<file path="src/cmcr_pkg.sv">
// cmcr_pkg: offsets, field positions, reset values and encodings for the
// converter misc configuration register bank.
// assumes byte-wide registers on an 8-bit address configuration port.
package cmcr_pkg;

  // register offsets
  localparam logic [7:0] CMCR_OFS_STAMP  = 8'h3b;
  localparam logic [7:0] CMCR_OFS_EMPH   = 8'h48;
  localparam logic [7:0] CMCR_OFS_PUMP   = 8'h4f;
  localparam logic [7:0] CMCR_OFS_INMUX  = 8'h60;
  localparam logic [7:0] CMCR_OFS_CALEN  = 8'h61;

  // reset values
  localparam logic [7:0] CMCR_RST_STAMP  = 8'h00;
  localparam logic [7:0] CMCR_RST_EMPH   = 8'h00;
  localparam logic [7:0] CMCR_RST_PUMP   = 8'h13;
  localparam logic [7:0] CMCR_RST_INMUX  = 8'h01;
  localparam logic [7:0] CMCR_RST_CALEN  = 8'h01;

  // field positions
  localparam int CMCR_BIT_RECV_EN  = 0;
  localparam int CMCR_BIT_PECL     = 1;
  localparam int CMCR_BIT_BOOST    = 3;
  localparam int CMCR_BIT_SWAP     = 4;
  localparam int CMCR_BIT_CAL_EN   = 0;

  // writable masks: reserved bits read back as written
  localparam logic [7:0] CMCR_MASK_ALL   = 8'hff;

  // single-channel input codes
  localparam logic [1:0] CMCR_SEL_RSVD   = 2'h0;
  localparam logic [1:0] CMCR_SEL_A      = 2'h1;
  localparam logic [1:0] CMCR_SEL_B      = 2'h2;
  localparam logic [1:0] CMCR_SEL_AB     = 2'h3;

  // pump current codes
  localparam logic [2:0] CMCR_PUMP_NOM   = 3'h3;
  localparam logic [2:0] CMCR_PUMP_MAX   = 3'h7;

endpackage : cmcr_pkg

</file>
<file path="src/cmcr_regs.sv">
// cmcr_regs: misc configuration register bank of the converter: timestamp
// receiver control, lane pre-emphasis, pll pump current and input mux.
// assumes a single-clock register port; lane mode comes from logic on clk.
//
// Functional notes
// - timestamp control bit 1 puts the stamp receiver in pecl mode.
// - timestamp control bit 0 enables the stamp receiver; reset disabled.
// - pre-emphasis bit 3 adds boost: slightly stronger and longer emphasis.
// - pre-emphasis level bits 2:0 drive all 16 lanes alike.
// - pump current bits 2:0, codes 0..7 from -70% to +100%, reset 3.
// - dual modes, input select bit 4 swaps inputs between channels.
// - in single-channel modes the swap bit is ignored.
// - single input bits 1:0: 0 reserved, 1 a, 2 b, 3 interleaved.
// - outside single-channel modes the single input field is ignored.
// - clearing then setting calibration enable recalibrates with new settings.
//
// Implementation choice: strobed register access.
`timescale 1ns/10ps
`default_nettype none
module cmcr_regs
  import cmcr_pkg::*;
#(
  parameter int LANES = 16
) (
  // clock and reset
  input  wire logic             clk,
  input  wire logic             srst,
  // register port
  input  wire logic [7:0]       reg_addr,
  input  wire logic [7:0]       reg_wdata,
  input  wire logic             reg_wr,
  input  wire logic             reg_rd,
  output logic      [7:0]       reg_rdata,
  // mode and calibration status from the core
  input  wire logic             lane_mode_single,
  input  wire logic             cal_done,
  // timestamp receiver
  output logic                  stamp_receiver_enable,
  output logic                  stamp_input_pecl_mode,
  // serializer lanes
  output logic [LANES*3-1:0]    lane_emphasis_level,
  output logic [LANES-1:0]      lane_emphasis_boost,
  // pll
  output logic [2:0]            pump_current_setting,
  // input routing in effect, its pending flag and calibration enable
  output logic                  chan_a_uses_input_b,
  output logic                  chan_b_uses_input_a,
  output logic                  single_uses_input_b,
  output logic                  route_pending,
  output logic                  cal_enable
);

  // address compare used by every register decode
  function automatic logic cmcr_hit(input logic [7:0] addr,
                                    input logic [7:0] ofs);
    return addr == ofs;
  endfunction : cmcr_hit

  // stored register bytes
  logic [7:0] stamp_ff;
  logic [7:0] emph_ff;
  logic [7:0] pump_ff;
  logic [7:0] inmux_ff;
  logic [7:0] calen_ff;

  // next values of the stored bytes
  logic [7:0] nxt_stamp;
  logic [7:0] nxt_emph;
  logic [7:0] nxt_pump;
  logic [7:0] nxt_inmux;
  logic [7:0] nxt_calen;

  // read path
  logic [7:0] rd_mux;
  logic [7:0] nxt_rdata;
  logic [7:0] rdata_ff;

  // routing in effect, frozen between calibrations
  logic       swap_eff_ff;
  logic       selb_eff_ff;
  logic       dual_il_eff_ff;
  logic       nxt_swap_eff;
  logic       nxt_selb_eff;
  logic       nxt_dual_il_eff;

  // mux written but not yet calibrated
  logic       pend_ff;
  logic       nxt_pend;

  // address decode
  wire logic hit_stamp = cmcr_hit(reg_addr, CMCR_OFS_STAMP);
  wire logic hit_emph  = cmcr_hit(reg_addr, CMCR_OFS_EMPH);
  wire logic hit_pump  = cmcr_hit(reg_addr, CMCR_OFS_PUMP);
  wire logic hit_inmux = cmcr_hit(reg_addr, CMCR_OFS_INMUX);
  wire logic hit_calen = cmcr_hit(reg_addr, CMCR_OFS_CALEN);
  wire logic hit_any   = hit_stamp || hit_emph || hit_pump ||
                         hit_inmux || hit_calen;

  // write enables per register
  wire logic stamp_wr  = reg_wr && hit_stamp;
  wire logic emph_wr   = reg_wr && hit_emph;
  wire logic pump_wr   = reg_wr && hit_pump;
  wire logic inmux_wr  = reg_wr && hit_inmux;
  wire logic calen_wr  = reg_wr && hit_calen;

  // rising cal enable starts a run with current settings
  wire logic cal_start = calen_wr && reg_wdata[CMCR_BIT_CAL_EN] &&
                         !calen_ff[CMCR_BIT_CAL_EN];

  // next register bytes; reserved bits are plain storage
  assign nxt_stamp = stamp_wr ? reg_wdata & CMCR_MASK_ALL : stamp_ff;
  assign nxt_emph  = emph_wr  ? reg_wdata & CMCR_MASK_ALL : emph_ff;
  assign nxt_pump  = pump_wr  ? reg_wdata & CMCR_MASK_ALL : pump_ff;
  assign nxt_inmux = inmux_wr ? reg_wdata & CMCR_MASK_ALL : inmux_ff;
  assign nxt_calen = calen_wr ? reg_wdata & CMCR_MASK_ALL : calen_ff;

  // timestamp control byte
  always_ff @(posedge clk) begin
    if (srst) stamp_ff <= CMCR_RST_STAMP;
    else stamp_ff <= nxt_stamp;
  end

  // pre-emphasis byte
  always_ff @(posedge clk) begin
    if (srst) emph_ff <= CMCR_RST_EMPH;
    else emph_ff <= nxt_emph;
  end

  // pump current byte, upper field resets nonzero
  always_ff @(posedge clk) begin
    if (srst) pump_ff <= CMCR_RST_PUMP;
    else pump_ff <= nxt_pump;
  end

  // input mux byte, not in effect until calibrated
  always_ff @(posedge clk) begin
    if (srst) inmux_ff <= CMCR_RST_INMUX;
    else inmux_ff <= nxt_inmux;
  end

  // calibration enable byte
  always_ff @(posedge clk) begin
    if (srst) calen_ff <= CMCR_RST_CALEN;
    else calen_ff <= nxt_calen;
  end

  // read mux, unmapped reads return zero
  assign rd_mux = hit_stamp ? stamp_ff :
                  hit_emph  ? emph_ff  :
                  hit_pump  ? pump_ff  :
                  hit_inmux ? inmux_ff :
                  hit_calen ? calen_ff : 8'h00;
  // data stands only in the cycle after the strobe
  assign nxt_rdata = reg_rd ? rd_mux : 8'h00;

  // registered read data
  always_ff @(posedge clk) begin
    if (srst) rdata_ff <= 8'h00;
    else rdata_ff <= nxt_rdata;
  end
  assign reg_rdata = rdata_ff;

  // routing snapshot taken only at calibration start
  assign nxt_swap_eff    = cal_start ? inmux_ff[CMCR_BIT_SWAP] :
                           swap_eff_ff;
  assign nxt_selb_eff    = cal_start ? inmux_ff[1:0] == CMCR_SEL_B :
                           selb_eff_ff;
  assign nxt_dual_il_eff = cal_start ? inmux_ff[1:0] == CMCR_SEL_AB :
                           dual_il_eff_ff;

  // effective routing flops, reset to no swap and input a
  always_ff @(posedge clk) begin
    if (srst) begin
      swap_eff_ff    <= 1'b0;
      selb_eff_ff    <= 1'b0;
      dual_il_eff_ff <= 1'b0;
    end else begin
      swap_eff_ff    <= nxt_swap_eff;
      selb_eff_ff    <= nxt_selb_eff;
      dual_il_eff_ff <= nxt_dual_il_eff;
    end
  end

  // pending flag: a mux write in the same cycle as done wins
  assign nxt_pend = inmux_wr               ? 1'b1 :
                    cal_start || cal_done  ? 1'b0 : pend_ff;

  // pending flag register
  always_ff @(posedge clk) begin
    if (srst) pend_ff <= 1'b0;
    else pend_ff <= nxt_pend;
  end
  assign route_pending = pend_ff;

  // timestamp receiver controls
  assign stamp_receiver_enable = stamp_ff[CMCR_BIT_RECV_EN];
  assign stamp_input_pecl_mode = stamp_ff[CMCR_BIT_PECL];

  // one emphasis setting fanned to every lane
  assign lane_emphasis_level = {LANES{emph_ff[2:0]}};
  assign lane_emphasis_boost = {LANES{emph_ff[CMCR_BIT_BOOST]}};

  // pump current code passed straight to the pll
  assign pump_current_setting = pump_ff[2:0];

  // routing: swap only in dual modes, single field only in single modes
  assign chan_a_uses_input_b = !lane_mode_single && swap_eff_ff;
  assign chan_b_uses_input_a = !lane_mode_single && swap_eff_ff;
  assign single_uses_input_b = lane_mode_single && selb_eff_ff &&
                               !dual_il_eff_ff;
  assign cal_enable = calen_ff[CMCR_BIT_CAL_EN];

  // checks
  stamp_follow_a: assert property (@(posedge clk) disable iff (srst)
    reg_wr && hit_stamp |=> stamp_receiver_enable == $past(reg_wdata[0]) &&
    stamp_input_pecl_mode == $past(reg_wdata[1]))
    else $error("stamp controls do not follow write");
  stamp_reset_a: assert property (@(posedge clk)
    $past(srst) |-> !stamp_receiver_enable)
    else $error("stamp receiver enabled after reset");
  boost_lanes_a: assert property (@(posedge clk) disable iff (srst)
    lane_emphasis_boost == {LANES{emph_ff[3]}})
    else $error("boost not common to all lanes");
  level_lanes_a: assert property (@(posedge clk) disable iff (srst)
    reg_wr && hit_emph |=> lane_emphasis_level[LANES*3-1 -: 3] ==
    $past(reg_wdata[2:0]) && lane_emphasis_level[2:0] ==
    $past(reg_wdata[2:0]))
    else $error("emphasis level not on all lanes");
  pump_reset_a: assert property (@(posedge clk)
    $past(srst) |-> pump_current_setting == 3'h3 && pump_ff == 8'h13)
    else $error("pump current reset wrong");
  swap_dual_a: assert property (@(posedge clk) disable iff (srst)
    cal_start && !lane_mode_single ##1 !lane_mode_single |->
    chan_a_uses_input_b == $past(inmux_ff[4]))
    else $error("swap not applied after calibration");
  swap_single_a: assert property (@(posedge clk) disable iff (srst)
    lane_mode_single |-> !chan_a_uses_input_b && !chan_b_uses_input_a)
    else $error("swap active in single mode");
  single_dual_a: assert property (@(posedge clk) disable iff (srst)
    !lane_mode_single |-> !single_uses_input_b)
    else $error("single field used in dual mode");
  route_hold_a: assert property (@(posedge clk) disable iff (srst)
    inmux_wr && !cal_start |=> $stable(swap_eff_ff) && route_pending)
    else $error("routing changed without calibration");
  cal_rerun_a: assert property (@(posedge clk) disable iff (srst)
    reg_wr && hit_calen && reg_wdata[0] && !calen_ff[0] |=> !route_pending)
    else $error("calibration start did not clear pending");

  // reset state of the outputs
  pecl_reset_a: assert property (@(posedge clk)
    $past(srst) |-> !stamp_input_pecl_mode)
    else $error("pecl mode on after reset");
  route_reset_a: assert property (@(posedge clk)
    $past(srst) |-> !chan_a_uses_input_b && !single_uses_input_b &&
    !route_pending && inmux_ff == 8'h01)
    else $error("input routing wrong after reset");
  calen_reset_a: assert property (@(posedge clk)
    $past(srst) |-> cal_enable)
    else $error("calibration enable clear after reset");
  emph_reset_a: assert property (@(posedge clk)
    $past(srst) |-> lane_emphasis_level == '0 && lane_emphasis_boost == '0)
    else $error("emphasis not off after reset");

  // field outputs follow the writes
  boost_follow_a: assert property (@(posedge clk) disable iff (srst)
    reg_wr && hit_emph |=> lane_emphasis_boost[0] == $past(reg_wdata[3]))
    else $error("boost does not follow write");
  pump_follow_a: assert property (@(posedge clk) disable iff (srst)
    reg_wr && hit_pump |=> pump_current_setting == $past(reg_wdata[2:0]))
    else $error("pump current does not follow write");
  calen_follow_a: assert property (@(posedge clk) disable iff (srst)
    reg_wr && hit_calen |=> cal_enable == $past(reg_wdata[0]))
    else $error("calibration enable does not follow write");

  // register port behaviour
  rdata_idle_a: assert property (@(posedge clk) disable iff (srst)
    !reg_rd |=> reg_rdata == 8'h00)
    else $error("read data outside read cycle");
  rdata_pump_a: assert property (@(posedge clk) disable iff (srst)
    reg_rd && hit_pump |=> reg_rdata == $past(pump_ff))
    else $error("pump read back wrong");
  unmapped_wr_a: assert property (@(posedge clk) disable iff (srst)
    reg_wr && !hit_any |=> $stable(stamp_ff) && $stable(emph_ff) &&
    $stable(pump_ff) && $stable(inmux_ff) && $stable(calen_ff))
    else $error("unmapped write changed a register");

  // routing rules
  swap_pair_a: assert property (@(posedge clk) disable iff (srst)
    chan_b_uses_input_a == chan_a_uses_input_b)
    else $error("swap not applied to both channels");
  single_sel_a: assert property (@(posedge clk) disable iff (srst)
    cal_start && lane_mode_single ##1 lane_mode_single |->
    single_uses_input_b == ($past(inmux_ff[1:0]) == 2'h2))
    else $error("single input not applied after calibration");
  pend_set_a: assert property (@(posedge clk) disable iff (srst)
    inmux_wr |=> route_pending)
    else $error("mux write did not raise pending");
  done_clear_a: assert property (@(posedge clk) disable iff (srst)
    cal_done && !inmux_wr |=> !route_pending)
    else $error("calibration done did not clear pending");
  done_route_a: assert property (@(posedge clk) disable iff (srst)
    !cal_start |=> $stable(swap_eff_ff) && $stable(selb_eff_ff) &&
    $stable(dual_il_eff_ff))
    else $error("routing changed without calibration start");

endmodule : cmcr_regs
`default_nettype wire

</file>
<file path="config.mk">
export PLATFORM = sky130hd
export DESIGN_NAME = cmcr_regs
export DESIGN_NICKNAME = d
export VERILOG_FILES = /design/src/cmcr_pkg.sv /design/src/cmcr_regs.sv
export SDC_FILE = /design/constraint.sdc
export NUM_CORES = 1
export LEC_CHECK = 0
export ABC_AREA = 0
export BUFFER_PORTS_ARGS = -buffer_cell sky130_fd_sc_hd__buf_2
export CAP_MARGIN = 20
export CORE_MARGIN = 2
export CORE_UTILIZATION = 40
export DETAILED_ROUTE_END_ITERATION = 10
export GPL_TIMING_DRIVEN = 0
export PLACE_DENSITY = 0.7
export SYNTH_ARGS = -nofsm -noshare
export SYNTH_HDL_FRONTEND = slang
export SYNTH_SLANG_ARGS = --single-unit
</file>
<file path="constraint.sdc">
create_clock -name clk -period 1.2 [get_ports clk]
set_input_delay 0.12 -clock clk [delete_from_list [all_inputs] [get_ports clk]]
set_output_delay 0.12 -clock clk [all_outputs]
set_load 0.01 [all_outputs]
</file>
=== After elaboration in Yosys (flattened, before gate mapping) ===
Index checks and enable logic that the tools add are counted.

* Bits in registers: 52
* Bits in latches: 0
* Bits in writable memories: 0
* ROM bits: 0
* Bits of input ports: 22
* Output and inout port bits: 82
* Word-level logic and storage cells: 41
* Memories kept: 0

* $add $sub $neg: 0
* Multipliers: 0
* Divide/modulo/power cells: 0
* $lt $le $gt $ge: 0
* Equality and inequality tests: 7
* Shifts and indexed selects: 0
* Multiplexer cells: 7
* Bitwise operators: 1
* Reductions and logical operators: 16

{| class="wikitable"
|+ Operators by type and width
! cell !! number
|-
| 8-bit two-way mux || 5
|-
| 8-bit by 7-bit == test with 1-bit output (second input constant) || 4
|-
| 1-bit logical AND || 10
|-
| 8-bit by 6-bit == test with 1-bit output (second input constant) || 1
|-
| 2-bit == test (second input constant) || 2
|-
| 1-bit zero test || 3
|-
| 1-bit two-way mux || 2
|-
| 2-bit nonzero test || 1
|-
| 2-bit OR reduction || 1
|-
| 1-bit logical OR || 1
|-
| 1-bit NOT || 1
|}

=== Logic depth before layout (Yosys ltp) ===
* Depth after elaboration: 7
* Mapped depth: 7

=== Least setup slack after synthesis ===
OpenSTA, ideal clock, no wires.

* Path kind: input port to flip-flop
* Start: input port reg_addr[3]
* End: register rdata_ff[5], in the netlist reg_rdata[5]
* Library setup time: 135 ps
* Arrival time: 1161 ps
* Required time: 1065 ps
* Path slack: -95 ps
* Cell stages on the path: 7
* Buffers on the path: 3
* Cells stage by stage: and3_1 buf_2 and3b_1 buf_6 buf_8 a221oi_2 o32ai_1

* Word-level cells in the longest chain between the ends: 6
* Elaborated cells on any way between the ends: 10

{| class="wikitable"
|+ RTL lines
! element !! RTL line !! text
|-
| from (decl) || cmcr_regs.sv:29 || <nowiki>input wire logic [7:0] reg_addr,</nowiki>
|-
| 8-bit by 7-bit == test with 1-bit output || cmcr_regs.sv:56 || <nowiki>return addr == ofs;</nowiki>
|-
| 8-bit two-way mux || cmcr_regs.sv:152 || <nowiki>hit_calen ? calen_ff : 8'h00;</nowiki>
|-
| 8-bit two-way mux || cmcr_regs.sv:151 || <nowiki>hit_inmux ? inmux_ff :</nowiki>
|-
| 8-bit two-way mux || cmcr_regs.sv:150 || <nowiki>hit_pump ? pump_ff :</nowiki>
|-
| 8-bit two-way mux || cmcr_regs.sv:149 || <nowiki>hit_emph ? emph_ff :</nowiki>
|-
| 8-bit two-way mux (*) || cmcr_regs.sv:148 || <nowiki>assign rd_mux = hit_stamp ? stamp_ff :</nowiki>
|-
| to (signal assigned) || cmcr_regs.sv:159 || <nowiki>else rdata_ff <= nxt_rdata;</nowiki>
|-
| to (decl) || cmcr_regs.sv:76 || <nowiki>logic [7:0] rdata_ff;</nowiki>
|}

Mark *: on every way between the ends. The rest lies on a longest branch, timed or not.
A chain may end at the register's enable or synchronous reset.

=== Worst setup path after layout ===
* Start: register inmux_ff[0]
* End: register rdata_ff[0], in the netlist reg_rdata[0]

* Word-level cells in the longest chain between the ends: 4

{| class="wikitable"
|+ RTL lines
! element !! RTL line !! text
|-
| from (decl) || cmcr_regs.sv:63 || <nowiki>logic [7:0] inmux_ff;</nowiki>
|-
| from (signal assigned) || cmcr_regs.sv:138 || <nowiki>else inmux_ff <= nxt_inmux;</nowiki>
|-
| 8-bit two-way mux || cmcr_regs.sv:151 ||
|-
| 8-bit two-way mux || cmcr_regs.sv:150 ||
|-
| 8-bit two-way mux || cmcr_regs.sv:149 ||
|-
| 8-bit two-way mux || cmcr_regs.sv:148 ||
|}

Every way passes these cells.

==> impl_metrics.csv <==
group,metric,value,unit
status,status,"finished, violations left",
status,violations,"setup timing",
job,cap_violations,0,
final_layout,utilization,53.4,%
drt,wl_per_cell,13.3,um
cts,cts.htree.levels,2,
critical_path,crit_start,"inmux_ff[0]",
cts,clk_path_buf_depth,2,
critical_path,cp_top_family,"compound AO/OA/AOI/OAI gates",
drt,antenna_left,0,
min_path,hold_class,"input pin to flop",
drt,drtPass1Iterations,4,
final_layout,layout_commonest_cell,"buf_2",
sta,drv_slew,0,
sta,rsz0062_at_grt,"yes",
pwr,p_switching,0.653,mW
global_route,grt_pass1_wl,10400,um
place,routabilityCongestion,0.782,
yosys,yosys.area.top_type,"dfxtp_1",
yosys,netlist_area,2740,sq um
yosys,seq_area_frac_synth,37.9,%
yosys,synth_top_area_share,37.9,%
yosys,yosysUniqueCellTypes,32,
pwr,leakagePower,1.90,nW
global_route,grt_pass1_vias,2099,
place,post-place-ws,-0.402,ns
pwr,vdd_drop_max,384,uV
sta,max_freq,809,MHz
critical_path,worstSetupPathType,"flop to flop",
min_path,hold-path-endpoint,"route_pending",
sta,holdWs,0.100,ns
global_route,track_usage,17.2,%
critical_path,critPathCaptureType,"flop",
critical_path,rr_worst_depth,3,
cts,cts_tree,"done",
place,dpl.hpwl,4830,um
pwr,p_int,2.27,mW
final_layout,nNetsFinal,445,
pwr,p_sw_share,22.4,%
drt,remaining_drc_errors,0,
critical_path,cp_slowest_cell,"dfxtp_1",
critical_path,cp_max_fo,4,
yosys,syn_nets,329,
cts,hold_buffers,0,
pwr,p_clk_share,34.5,%
critical_path,cp.buffers_inverters,0,
floorplan,initial_core_util,40.8,%
final_layout,area_growth_syn_to_layout,30.7,%
sta,fin_tns_setup,-0.0355,ns
final_layout,layout_common_cells,"buf_2 (106), buf_4 (76), dfxtp_1 (47), nor2_1 (36), nand2_1 (25)",
floorplan,die_h,86.8,um
global_route,antenna_found_initial,0,
sta,relSlewSlack,63.8,%
drt,drt_iter0_markers,144,
floorplan,core.rowCount,30,
critical_path,worstPathRequired,1.37,ns
sta,hold_viol,0,
final_layout,design_area,3590,sq um
cts,cts-buffers-inserted,5,
sta,tightestPinTransition,0.544,ns
sta,min_period_over_period,103,%
critical_path,r2r-end,"reg_rdata[0]",
critical_path,crit_chain,"mux2_2 -> a221oi_1 -> o32ai_1",
sta,setup_violations,1,
place,io_buffers,103,
final_layout,drive_above_1_share,51.9,%
drt,routed_wl,6690,um
cts,clkSinkCount,52,
place,dp_cells,490,
floorplan,core_area,6720,sq um
sta,min_period,1.24,ns
critical_path,r2r-start,"inmux_ff[0]",
critical_path,rrSetupSlack,-0.04,ns
pwr,seq_power_share,58.9,%
cts,clk_pin_slew_worst_paths,0.09,ns
min_path,worstHoldStart,"cal_done",
floorplan,ioPinCount,104,
sta,fin_ws,-0.0355,ns
min_path,min_delay_path_depth,3,
global_route,grt_max_degree,19,
pwr,comb_power_share,6.6,%
cts,cts_root_buffer,"clkbuf_8",
yosys,yosysWarnings,0,
place,dpl_cell_area,3370,sq um
floorplan,die_x,86.8,um
critical_path,critical_path_arrival,1.40,ns
drt,vias_per_cell,4.77,
final_layout,final_cells,504,
yosys,netlist_instances,307,
global_route,overflow,0,
yosys,syn_area_per_cell,8.94,sq um
final_layout,antenna_cells,0,
sta,fin_skew,0.00504,ns
critical_path,start_kind,"flop",
cts,clk_latency,0.30,ns
yosys,synth_area_leaders,"dfxtp_1 (38%), buf_4 (19%), mux2i_1 (8.8%)",
pwr,power_per_cell_area,814,nW/um^2
drt,num_vias,2403,
critical_path,critical-path-max-stage-delay,0.35,ns
pwr,p_total,2.92,mW
floorplan,dieArea,7540,sq um
yosys,ys_ff_latch,52,
## routing by layer
metal,global-route usage [%],part of all wire (%),vias to the layer above
li1,-,-,1208
met2,28.1,48,75
met4,4.40,1.3,0
met3,3.81,5.6,8
met1,23.1,45,1112
met5,0,0,-
## worst max-delay path by stage
stage / slack (ns) / endpoint / depth (start not counted)
after global placement: -0.40 / pump_ff[0] / 6
after CTS: 0.005 / inmux_ff[3] / 7
after floorplan: -0.03 / reg_rdata[5] / 7
after global routing: -0.05 / reg_rdata[0] / 3
after detailed placement: -0.40 / pump_ff[7] / 6
final: -0.04 / reg_rdata[0] / 3
## Yosys cell counts
cell type	number
a21oi_1	17
o32ai_1	8
buf_4	71
mux2_2	8
a221oi_2	2
nand4_2	1
inv_1	9
a221oi_1	6
nor4b_1	1
nor2_1	36
nor4b_4	1
and2_1	1
dfxtp_1	52
nor4bb_1	1
nand4_1	1
buf_8	1
buf_2	6
nand3b_1	3
o21bai_1	1
nand3_1	10
nor2b_1	3
and3b_1	1
buf_6	1
nor3_1	3
nand4b_1	3
and3_1	3
or3b_1	1
clkbuf_1	5
nor3b_1	1
and4bb_2	1
mux2i_1	24
nand2_1	25
## kinds of logic (layout without fill, tap and decap cells)
kind of cell,count (synthesis),count (layout),share of synthesized area [%]
buffers and inverters,93,210,23.4
AOI/OAI and AO/OA,34,34,8.94
muxes,32,32,12.0
DFF,52,52,37.9
and+or+nand+nor,96,96,17.7
## flip-flops by register name, indices dropped and copies added (netlist names)
register and cells:
stamp_ff 8, calen_ff 8, pump_ff 8, reg_rdata 8, inmux_ff 8, dual_il_eff_ff 1, emph_ff 8, selb_eff_ff 1
swap_eff_ff 1, route_pending 1
## tightest hold or removal path: stages
cell      delay [ns]
buf_2           0.07
nand3b_1        0.09
a21oi_1         0.06
## power by group through the flow
stage | combinational [mW] | clock, mW | sequential, mW
6_report | 0.194 | 1.01 | 1.72
5_1_grt | 0.207 | 1.10 | 1.72
4_1_cts | 0.184 | 1.03 | 1.72
3_5_place_dp | 0.179 | 0 | 1.77
3_3_place_gp | 0.177 | 0 | 1.77
2_1_floorplan | 0.0834 | 0 | 1.77
## cell type report
class	instances	area (sq um)
Fill cell	619	3130
Multi-Input combinational cell	162	1120
Sequential cell	52	1060
Buffer	84	623
Timing Repair Buffer	109	561
Tap cell	80	100
Clock buffer	8	90.1
Inverter	9	33.8
## timing repair
action,CTS,global route
gates resized for setup,13,7
endpoints found under the setup margin,99,17
pin swaps,2,1
buffers inserted,2,4
Note: power is estimated with default switching activity, not from simulation.
